File: config.mk
export PLATFORM = sky130hd
export DESIGN_NAME = adc_scan_group_sequencer
export DESIGN_NICKNAME = d
export VERILOG_FILES = /design/src/shared/adc_seq_pkg.sv /design/src/core/adc_scan_group_sequencer.sv
export SDC_FILE = /design/constraint.sdc
export NUM_CORES = 2
export LEC_CHECK = 0
export BUFFER_PORTS_ARGS = -buffer_cell sky130_fd_sc_hd__buf_2
export CORE_MARGIN = 2
export CORE_UTILIZATION = 60
export CTS_CLUSTER_DIAMETER = 30
export DETAILED_ROUTE_END_ITERATION = 8
export GPL_TIMING_DRIVEN = 0
export PLACE_DENSITY = 0.8
export SYNTH_ARGS = -nofsm -noshare
export SYNTH_HDL_FRONTEND = slang
export SYNTH_SLANG_ARGS = --single-unit
export TNS_END_PERCENT = 30
File: constraint.sdc
create_clock -name core_clk_i -period 4.56 [get_ports core_clk_i]
set_input_delay 0.456 -clock core_clk_i [delete_from_list [all_inputs] [get_ports core_clk_i]]
set_output_delay 0.456 -clock core_clk_i [all_outputs]
set_load 0.01 [all_outputs]
File: src/shared/adc_seq_pkg.sv
// constants shared by the scan group sequencer: register map, control field
// positions, reset values, channel codes and conversion timing.
// assumes a 40 MHz core clock that also serves as the peripheral bus clock.
`default_nettype none

package adc_seq_pkg;
	// ----------------------------------------------------------------
	// register map (byte addresses)
	// ----------------------------------------------------------------
	localparam int ADDR_W = 8;
	localparam logic [7:0] OFS_CTRL = 8'h00;
	localparam logic [7:0] OFS_CHSEL_A = 8'h04;
	localparam logic [7:0] OFS_CHSEL_B = 8'h08;
	localparam logic [7:0] OFS_CHSEL_C = 8'h0c;
	localparam logic [7:0] OFS_DBL_CH = 8'h10;
	localparam logic [7:0] OFS_STATUS = 8'h14;
	localparam logic [7:0] OFS_MASK = 8'h18;
	localparam logic [7:0] OFS_STATE = 8'h1c;
	localparam logic [7:0] OFS_DATA0 = 8'h40;
	localparam logic [7:0] OFS_DUP = 8'h98;
	localparam logic [7:0] OFS_DUP_EXT0 = 8'h9c;
	localparam logic [7:0] OFS_DUP_EXT1 = 8'ha0;
	localparam logic [7:0] OFS_VREF = 8'ha4;
	localparam logic [7:0] OFS_DIAG = 8'ha8;

	// ----------------------------------------------------------------
	// control register fields
	// ----------------------------------------------------------------
	localparam int CTL_MODE = 0;
	localparam int CTL_THREE = 2;
	localparam int CTL_PRIO = 3;
	localparam int CTL_RESCAN = 4;
	localparam int CTL_FROM_NEXT = 5;
	localparam int CTL_ADD = 6;
	localparam int CTL_ADD4 = 7;
	localparam int CTL_DBL = 8;
	localparam int CTL_DBL_EXT = 9;
	localparam int CTL_VREF = 10;
	localparam int CTL_DIAG = 11;
	localparam int CTL_RATIO = 12;
	localparam int CTL_START = 15;
	localparam int CTL_STOP = 16;
	localparam int CTL_W = 15;
	localparam logic [CTL_W-1:0] CTRL_RESET = 15'h0000;

	localparam logic [1:0] MODE_SINGLE = 2'h0;
	localparam logic [1:0] MODE_CONT = 2'h1;
	localparam logic [1:0] MODE_GROUP = 2'h2;

	// peripheral clock : conversion clock ratios
	localparam logic [2:0] RATIO_1_1 = 3'h0;
	localparam logic [2:0] RATIO_1_2 = 3'h1;
	localparam logic [2:0] RATIO_2_1 = 3'h2;
	localparam logic [2:0] RATIO_4_1 = 3'h3;
	localparam logic [2:0] RATIO_8_1 = 3'h4;

	// ----------------------------------------------------------------
	// channels and results
	// ----------------------------------------------------------------
	localparam int NUM_CH = 22;
	localparam logic [4:0] CH_VREF = 5'h16;
	localparam logic [4:0] CH_DIAG = 5'h17;
	localparam int RES_W = 12;
	localparam int SUM_W = 16;
	localparam int ST_W = 4;

	// ----------------------------------------------------------------
	// timing
	// ----------------------------------------------------------------
	localparam int CONV_TIME_NS = 1000;
	localparam int CONV_CLK_MHZ = 40;
	localparam int CONV_CYCLES = (CONV_TIME_NS * CONV_CLK_MHZ) / 1000;
endpackage : adc_seq_pkg

`default_nettype wire

File: src/core/adc_scan_group_sequencer.sv
// scan group sequencer for one 12-bit successive-approximation converter unit.
// assumes an analog front end that samples conv_chan_o one cycle after conv_sample_o and
// holds a settled conv_data_i when the conversion time has elapsed.
`default_nettype none

module adc_scan_group_sequencer #(
	parameter int UNIT_ID = 0
) (
	input wire logic core_clk_i,
	input wire logic srst_i,
	input wire logic psel_i,
	input wire logic penable_i,
	input wire logic pwrite_i,
	input wire logic [adc_seq_pkg::ADDR_W-1:0] paddr_i,
	input wire logic [31:0] pwdata_i,
	output logic [31:0] prdata_o,
	output logic pready_o,
	output logic pslverr_o,
	input wire logic [2:0] group_trig_i,
	input wire logic [1:0] ext_trig_i,
	input wire logic [adc_seq_pkg::RES_W-1:0] conv_data_i,
	output logic [4:0] conv_chan_o,
	output logic conv_sample_o,
	output logic busy_o,
	output logic irq_o
);
	import adc_seq_pkg::*;

	typedef enum logic [0:0] {S_IDLE, S_CONV} seq_state_t;

	// ----------------------------------------------------------------
	// helpers
	// ----------------------------------------------------------------
	// first set bit at or above 'from'; bit 5 flags that one was found
	function automatic logic [5:0] first_set(input logic [23:0] m, input logic [4:0] from);
		logic [5:0] r;
		r = 6'h00;
		for (int i = 23; i >= 0; i--) begin
			if (m[i] && (5'(i) >= from)) begin
				r = {1'b1, 5'(i)};
			end
		end
		return r;
	endfunction : first_set

	// ----------------------------------------------------------------
	// registers
	// ----------------------------------------------------------------
	logic [CTL_W-1:0] ctrl;
	logic [NUM_CH-1:0] chsel [3];
	logic [4:0] dbl_ch;
	logic [ST_W-1:0] status;
	logic [ST_W-1:0] irq_mask;
	logic [SUM_W-1:0] data_reg [NUM_CH];
	logic [SUM_W-1:0] dup_reg;
	logic [SUM_W-1:0] dup_ext [2];
	logic [SUM_W-1:0] vref_reg;
	logic [SUM_W-1:0] diag_reg;

	seq_state_t state;
	logic [1:0] grp;
	logic [4:0] ch;
	logic [5:0] cyc;
	logic [3:0] rep;
	logic [SUM_W-1:0] acc;
	logic [2:0] pend;
	logic [4:0] resume_pos [3];
	logic dbl_second;
	logic ext_src_vld;
	logic ext_src;
	logic [2:0] div_cnt;

	// ----------------------------------------------------------------
	// decode
	// ----------------------------------------------------------------
	wire [1:0] mode = ctrl[CTL_MODE +: 2];
	wire group_mode = (mode == MODE_GROUP);
	wire three_grp = ctrl[CTL_THREE];
	wire prio_en = ctrl[CTL_PRIO];
	wire rescan_en = ctrl[CTL_RESCAN];
	wire from_next = ctrl[CTL_FROM_NEXT];
	wire add_en = ctrl[CTL_ADD];
	wire [2:0] ratio = ctrl[CTL_RATIO +: 3];
	// the third unit alone owns the internal reference path
	wire vref_ok = (UNIT_ID == 2) && ctrl[CTL_VREF] && (mode == MODE_SINGLE);

	wire wr_en = psel_i && penable_i && pwrite_i && !pready_o;
	wire rd_en = psel_i && penable_i && !pwrite_i && !pready_o;
	wire wr_ctrl = wr_en && (paddr_i == OFS_CTRL);
	wire sw_start = wr_ctrl && pwdata_i[CTL_START];
	wire sw_stop = wr_ctrl && pwdata_i[CTL_STOP];
	wire rd_status = rd_en && (paddr_i == OFS_STATUS);

	// conversion clock as an enable; 1:2 cannot beat the core clock, so it
	// runs at the same rate as 1:1 and the conversion time stays the same
	wire [2:0] div_max = (ratio == RATIO_2_1) ? 3'h1 :
		(ratio == RATIO_4_1) ? 3'h3 :
		(ratio == RATIO_8_1) ? 3'h7 : 3'h0;
	wire conv_en = (div_cnt == div_max);

	// group A is served by trigger A and by the extended double triggers
	wire ext_any = |ext_trig_i;
	wire [2:0] grp_hit = group_mode ? {group_trig_i[2] && three_grp, group_trig_i[1],
		group_trig_i[0] || ext_any || sw_start} : 3'h0;
	wire scan_req = !group_mode && (sw_start || group_trig_i[0] || ext_any);

	wire [1:0] top_grp = pend[0] ? 2'h0 : pend[1] ? 2'h1 : 2'h2;
	wire preempt = (state == S_CONV) && group_mode && prio_en &&
		(grp != 2'h3) && (top_grp < grp) && (|pend);

	wire [23:0] scan_mask = {ctrl[CTL_DIAG], vref_ok, chsel[0]};
	wire [23:0] cur_mask = (grp == 2'h3) ? scan_mask : {2'h0, chsel[grp]};
	wire [23:0] top_mask = {2'h0, chsel[top_grp]};
	wire [5:0] scan_first = first_set(scan_mask, 5'h00);
	wire [5:0] top_first = first_set(top_mask, resume_pos[top_grp]);
	wire [5:0] nxt = first_set(cur_mask, ch + 5'h01);

	wire [3:0] rep_max = !add_en ? 4'h0 : ctrl[CTL_ADD4] ? 4'hf : 4'h3;
	wire conv_end = (state == S_CONV) && conv_en && (cyc == 6'(CONV_CYCLES - 1));
	wire [SUM_W-1:0] sum = acc + SUM_W'(conv_data_i);
	wire ch_done = conv_end && (rep == rep_max);
	wire pass_end = ch_done && !nxt[5];

	// where a finished result lands
	wire dbl_hit = ctrl[CTL_DBL] && (mode != MODE_CONT) && (ch == dbl_ch);
	wire to_ext = dbl_hit && ctrl[CTL_DBL_EXT] && ext_src_vld;
	wire to_dup = dbl_hit && !to_ext && dbl_second;

	// done events: bit 0 plain scan pass, bits 1..3 groups A..C
	wire [ST_W-1:0] evt = !pass_end ? 4'h0 :
		(grp == 2'h3) ? 4'h1 : 4'(4'h2 << grp);

	// ----------------------------------------------------------------
	// register read mux
	// ----------------------------------------------------------------
	wire [5:0] word = paddr_i[7:2];
	wire [5:0] data_idx = word - 6'h10;
	wire data_hit = (paddr_i >= OFS_DATA0) && (paddr_i < OFS_DUP) && (paddr_i[1:0] == 2'h0);
	wire [31:0] rd_data =
		(paddr_i == OFS_CTRL) ? 32'(ctrl) :
		(paddr_i == OFS_CHSEL_A) ? 32'(chsel[0]) :
		(paddr_i == OFS_CHSEL_B) ? 32'(chsel[1]) :
		(paddr_i == OFS_CHSEL_C) ? 32'(chsel[2]) :
		(paddr_i == OFS_DBL_CH) ? 32'(dbl_ch) :
		(paddr_i == OFS_STATUS) ? 32'(status) :
		(paddr_i == OFS_MASK) ? 32'(irq_mask) :
		(paddr_i == OFS_STATE) ? {21'h0, pend, grp, ch, (state == S_CONV)} :
		data_hit ? 32'(data_reg[data_idx[4:0]]) :
		(paddr_i == OFS_DUP) ? 32'(dup_reg) :
		(paddr_i == OFS_DUP_EXT0) ? 32'(dup_ext[0]) :
		(paddr_i == OFS_DUP_EXT1) ? 32'(dup_ext[1]) :
		(paddr_i == OFS_VREF) ? 32'(vref_reg) :
		(paddr_i == OFS_DIAG) ? 32'(diag_reg) : 32'h0000_0000;
	wire mapped = data_hit || (paddr_i <= OFS_STATE && paddr_i[1:0] == 2'h0) ||
		(paddr_i >= OFS_DUP && paddr_i <= OFS_DIAG && paddr_i[1:0] == 2'h0);

	// ----------------------------------------------------------------
	// bus slave: one wait state, every access answered
	// ----------------------------------------------------------------
	always_ff @(posedge core_clk_i) begin
		if (srst_i) begin
			pready_o <= 1'b0;
			pslverr_o <= 1'b0;
			prdata_o <= 32'h0000_0000;
		end else begin
			pready_o <= psel_i && penable_i && !pready_o;
			pslverr_o <= psel_i && penable_i && !pready_o && !mapped;
			prdata_o <= rd_en ? rd_data : 32'h0000_0000;
		end
	end

	always_ff @(posedge core_clk_i) begin
		if (srst_i) begin
			ctrl <= CTRL_RESET;
			chsel <= '{default: '0};
			dbl_ch <= 5'h00;
			irq_mask <= 4'h0;
		end else if (wr_en) begin
			if (paddr_i == OFS_CTRL) ctrl <= pwdata_i[CTL_W-1:0];
			if (paddr_i == OFS_CHSEL_A) chsel[0] <= pwdata_i[NUM_CH-1:0];
			if (paddr_i == OFS_CHSEL_B) chsel[1] <= pwdata_i[NUM_CH-1:0];
			if (paddr_i == OFS_CHSEL_C) chsel[2] <= pwdata_i[NUM_CH-1:0];
			if (paddr_i == OFS_DBL_CH) dbl_ch <= pwdata_i[4:0];
			if (paddr_i == OFS_MASK) irq_mask <= pwdata_i[ST_W-1:0];
		end
	end

	// ----------------------------------------------------------------
	// interrupt: read clears, a new event in the same cycle survives
	// ----------------------------------------------------------------
	always_ff @(posedge core_clk_i) begin
		if (srst_i) begin
			status <= 4'h0;
			irq_o <= 1'b0;
		end else begin
			status <= (rd_status ? 4'h0 : status) | evt;
			irq_o <= |(((rd_status ? 4'h0 : status) | evt) & irq_mask);
		end
	end

	// ----------------------------------------------------------------
	// conversion clock divider
	// ----------------------------------------------------------------
	always_ff @(posedge core_clk_i) begin
		if (srst_i || conv_en) begin
			div_cnt <= 3'h0;
		end else begin
			div_cnt <= div_cnt + 3'h1;
		end
	end

	// ----------------------------------------------------------------
	// sequencer
	// ----------------------------------------------------------------
	always_ff @(posedge core_clk_i) begin
		if (srst_i) begin
			state <= S_IDLE;
			grp <= 2'h3;
			ch <= 5'h00;
			cyc <= 6'h00;
			rep <= 4'h0;
			acc <= 16'h0000;
			pend <= 3'h0;
			resume_pos <= '{default: '0};
			dbl_second <= 1'b0;
			ext_src_vld <= 1'b0;
			ext_src <= 1'b0;
			conv_sample_o <= 1'b0;
		end else begin
			conv_sample_o <= 1'b0;
			pend <= pend | grp_hit;
			if (ext_any && (state == S_IDLE)) begin
				ext_src_vld <= 1'b1;
				ext_src <= ext_trig_i[1];
			end
			if (sw_stop) begin
				state <= S_IDLE;
				pend <= 3'h0;
				dbl_second <= 1'b0;
				ext_src_vld <= 1'b0;
			end else if (state == S_IDLE) begin
				if (scan_req && scan_first[5]) begin
					state <= S_CONV;
					grp <= 2'h3;
					ch <= scan_first[4:0];
					conv_sample_o <= 1'b1;
				end else if (|pend) begin
					pend[top_grp] <= grp_hit[top_grp];
					resume_pos[top_grp] <= 5'h00;
					grp <= top_grp;
					ch <= top_first[4:0];
					state <= top_first[5] ? S_CONV : S_IDLE;
					conv_sample_o <= top_first[5];
				end
				cyc <= 6'h00;
				rep <= 4'h0;
				acc <= 16'h0000;
			end else if (preempt) begin
				// with rescan enabled the aborted group's partial channel is redone
				if (rescan_en) begin
					pend[grp] <= 1'b1;
					resume_pos[grp] <= from_next ? ch : 5'h00;
				end
				pend[top_grp] <= grp_hit[top_grp];
				resume_pos[top_grp] <= 5'h00;
				grp <= top_grp;
				ch <= top_first[4:0];
				state <= top_first[5] ? S_CONV : S_IDLE;
				conv_sample_o <= top_first[5];
				cyc <= 6'h00;
				rep <= 4'h0;
				acc <= 16'h0000;
			end else if (conv_en) begin
				cyc <= conv_end ? 6'h00 : cyc + 6'h01;
				if (conv_end) begin
					rep <= ch_done ? 4'h0 : rep + 4'h1;
					acc <= ch_done ? 16'h0000 : sum;
					conv_sample_o <= 1'b1;
					if (ch_done && dbl_hit && !to_ext) dbl_second <= !dbl_second;
					if (ch_done && nxt[5]) begin
						ch <= nxt[4:0];
					end else if (pass_end) begin
						ext_src_vld <= 1'b0;
						if (mode == MODE_CONT && grp == 2'h3 && scan_first[5]) begin
							ch <= scan_first[4:0];
						end else begin
							state <= S_IDLE;
							conv_sample_o <= 1'b0;
						end
					end
				end
			end
		end
	end

	// ----------------------------------------------------------------
	// result storage
	// ----------------------------------------------------------------
	wire [SUM_W-1:0] result = add_en ? sum : SUM_W'(conv_data_i);

	always_ff @(posedge core_clk_i) begin
		if (srst_i) begin
			data_reg <= '{default: '0};
			dup_reg <= 16'h0000;
			dup_ext <= '{default: '0};
			vref_reg <= 16'h0000;
			diag_reg <= 16'h0000;
		end else if (ch_done && !preempt && !sw_stop) begin
			if (ch == CH_VREF) begin
				vref_reg <= result;
			end else if (ch == CH_DIAG) begin
				diag_reg <= result;
			end else if (to_ext) begin
				dup_ext[ext_src] <= result;
			end else if (to_dup) begin
				dup_reg <= result;
			end else begin
				data_reg[ch] <= result;
			end
		end
	end

	// ----------------------------------------------------------------
	// outputs
	// ----------------------------------------------------------------
	always_ff @(posedge core_clk_i) begin
		if (srst_i) begin
			conv_chan_o <= 5'h00;
			busy_o <= 1'b0;
		end else begin
			conv_chan_o <= ch;
			busy_o <= (state == S_CONV);
		end
	end
endmodule : adc_scan_group_sequencer

`default_nettype wire

==> summary.txt <==
Cells after Synth - 3333
Yosys synthesis warning count - 0
Final cycle utilization of the critical path - 98.5%
Hold path endpoint - chsel[43]
Pre-Repair DR Iteration Count - 9
Setup slack of the worst register-to-register path - 0.07 ns
Accumulated negative setup slack - 0 ns
Shortest period the worst path allows - 4.49 ns
Pin count of the biggest net entering global routing - 19
Max-capacitance violation count - 1
Required time of the critical path - 5.13 ns
First-pass GRT wire length - 179000 um
Sum of overflow across all layers after global routing - 0
Share of flip-flops with an asynchronous set or reset after synthesis - 0%
Number of buffers on the longest clock path - 3
Peak clock frequency supported by timing - 223 MHz
Largest stage delay on the critical path - 0.58 ns
Clock Latency Late Sink - 0.70 ns
Violated checks - design-rule violations, max-capacitance violations, max-slew violations
Final antenna-violating net count - 0
Number of library cell types mapped by synthesis - 105
Number of synthesized flops with an enable pin - 0
LEAKAGE - 12.1 nW
Number of register bits inferred by synthesis - 616
HPWL after DPL - 86800 um
Die area - 51300 um^2
Count of cells along the worst hold path - 3
Total routing usage reported by global routing - 47.1%
Largest area contributor in the synthesized netlist - sky130_fd_sc_hd__dfxtp_1
Setup-failing EPs final - 0
Ratio of cells with drive above 1 in the final layout - 16.9%
Final #Nets - 3634
Post-Synthesis Cell Area - 29700 um^2
Number of global-route vias before repair - 29000
Launching point of the worst reg2reg path - ch[0]
Hold Path Class - in -> reg
R2R Path End - ch[1]
Total length of routed wires - 122000 um
Power per unit of standard cell area - 427 nW/um^2
Initial Utilization - 60.8%
Average size of a mapped cell - 8.91 um^2
Total vias in the final route - 30000
Placeable core area - 48800 um^2
Worst path arrival time - 5.06 ns
Gp weighted congestion - 1.07
Beginning of the worst hold path - pwdata_i[21]
Avg WL per Cell - 28.3 um
Buf/Inv on CP - 5
Die Ht - 226 um
CTS tree - built
Number of flip-flops under the largest register name - 352
Count of boundary I/O pins - 104
Horizontal die dimension - 226 um
Peak ir drop on the vdd network - 0.407 mV
Prevailing post-synth register cell - sky130_fd_sc_hd__dfxtp_1
Layout-stage area growth over the synthesis result - 19.3%
Category of the critical setup timing path - reg -> reg
List of cells traversed by the critical path - buf_4 -> inv_1 -> ha_1 -> buf_2 -> or3b_2 -> o22ai_1 -> nor2_1 -> o41ai_4 -> nand3b_4 -> nor3_4 -> a2111oi_4 -> buf_4 -> buf_4 -> o31ai_1
FF-to-FF path depth - 14
Startpoint kind of the worst setup timing path - register
Inserted Clock Buffers - 118
Max Clock Skew - 0.0447 ns
Number of antenna violations at the first check in global routing - 5
Status - finished, violations left
Most used cell along the critical path - sky130_fd_sc_hd__buf_4
Number of vias per cell after detailed routing - 6.95
Clock transition at the registers of the reported paths - 0.05 ns
Total number of H-tree levels - 3
Final worst hold slack - 0.0349 ns
Total of hold buffers inserted after clock tree synthesis - 0
Register area share after synthesis - 41.5%
DRC errors left - 1
Normalized max-slew margin - -1.83%
Number of fillers in the final layout - 3568
Clk sinks - 616
Critical-path maximum fanout - 10
Top cell type's share of synthesized area - 41.5%
Final Hold Viols - 0
Total count of max-transition violations in the final report - 1
Leading post-synthesis cells by cell area - sky130_fd_sc_hd__dfxtp_1 (42%), sky130_fd_sc_hd__a211oi_1 (7.9%), sky130_fd_sc_hd__mux4_2 (7.3%), sky130_fd_sc_hd__nor2_1 (5.8%), sky130_fd_sc_hd__nand2_1 (4.2%)
Iteration-0 DRC Markers - 4295
Port Buffer Count - 81
Std cell rows - 81
Top Family by Delay on Critical Path - simple AND/OR/NAND/NOR gates
Cell at the slowest stage of the critical path - sky130_fd_sc_hd__or3b_2
Measured slew at the worst slew-check pin - 1.48 ns
Buffer type at the clock tree root - sky130_fd_sc_hd__clkbuf_16
CP Capture Type - register
Final core occ - 72.5%
## worst max path at each step
stage	from	end	slack (ns)	cells past startpoint
floorplan	pend[0]	data_reg[300]	1.23	18
global placement	pend[1]	data_reg[194]	-0.88	15
detailed placement	pend[1]	data_reg[194]	-0.90	15
CTS	pend[0]	data_reg[350]	0.002	18
global route	ch[0]	ch[1]	-0.02	14
finish	ch[0]	ch[1]	0.07	14
## synth_stat cells (all sizes together), types with 11 or more instances
library cell,number
o21a,15
dfxtp,616
a221oi,26
nor2,477
nand3b,114
nor2b,22
a222oi,29
o31ai,13
nand2,338
nor4,12
xnor2,21
ha,21
a31oi,12
nor3,36
mux4,96
a22o,11
o21ai,185
or2,12
clkbuf,181
a22oi,66
and3,19
mux2i,64
buf,121
inv,26
a21oi,198
mux2,24
nand3,47
nand2b,26
a211oi,312
o22ai,13
nand4,25
## kinds of logic (layout without fill, tap and decap cells)
logic type	after synthesis	count (layout)	synth area share (%)
compound gates	972	972	22.4
flops	616	616	41.5
other cells	1	13	0.0126
fa+ha+maj	22	22	0.952
mux	184	184	10.4
simple gates	1179	1179	18.8
xor+xnor	31	31	0.965
buf+inv	328	638	4.94
## power by group
| group | internal (W) | switching [W] | total (W) |
|---|---|---|---|
| registers | 0.00540 | 0.00000407 | 0.00540 |
| clock network | 0.00595 | 0.00320 | 0.00915 |
| logic | 0.000147 | 0.000419 | 0.000566 |
| total | 0.0115 | 0.00362 | 0.0151 |
## metal layers
metal	part of all wire, %	vias to the layer above	GRT usage, %
li1	-	12700	-
met1	36	14400	57.0
met2	44	2305	72.4
met3	11	602	11.7
met4	8.8	8	35.5
met5	0.043	-	0
## cell type report
cell class                      count  area, um^2  share of cell area, %
Antenna cell                        3        7.51                 0.0212
Clock inverter                     80        1070                   3.03
Sequential cell                   616       12300                   34.8
Multi-Input combinational cell   2398       16000                   45.1
Buffer                            299        1370                   3.86
Tap cell                          664         831                   2.35
Timing Repair Buffer               91         499                   1.41
Clock buffer                      142        3220                   9.10
Inverter                           26        97.6                  0.276
## worst reg2reg max path, stage by stage (launching register included)
cell	delay [ns]
sky130_fd_sc_hd__dfxtp_1	0.54
sky130_fd_sc_hd__buf_4	0.36
sky130_fd_sc_hd__inv_1	0.16
sky130_fd_sc_hd__ha_1	0.34
sky130_fd_sc_hd__buf_2	0.22
sky130_fd_sc_hd__or3b_2	0.58
sky130_fd_sc_hd__o22ai_1	0.26
sky130_fd_sc_hd__nor2_1	0.12
sky130_fd_sc_hd__o41ai_4	0.35
sky130_fd_sc_hd__nand3b_4	0.25
sky130_fd_sc_hd__nor3_4	0.37
sky130_fd_sc_hd__a2111oi_4	0.15
sky130_fd_sc_hd__buf_4	0.21
sky130_fd_sc_hd__buf_4	0.17
sky130_fd_sc_hd__o31ai_1	0.29
## metrics by stage
step	cells	worst slack, ns	cell area [um^2]	total power, W
after global routing	4317	-0.0153	35400	0.0154
after detailed placement	4092	-0.904	31000	0.00604
after global placement	4087	-0.883	31000	0.00602
after CTS	4317	0.00172	35400	0.0150
after floorplan	3342	1.23	29700	0.00580
final	4319	0.0679	35400	0.0151
## cells in the final DEF (no fill, tap or decap), drive strengths merged, types with 34 or more instances in the layout
cell type,count
buf,208
a211oi,312
a22oi,66
mux2i,64
a21oi,198
nand3b,114
nor2,477
clkbuf,324
clkinv,34
nand3,47
mux4,96
nand2,338
nor3,36
o21ai,185
dfxtp,616
inv,34
## what timing repair did
action / CTS / global route
setup endpoints to repair: 366 / 366
pin swaps: 3 / 0
gates cloned: 0 / 0
resized for setup: 6 / 5
setup buffers: 3 / 1
(Power assumes the default switching activity.)
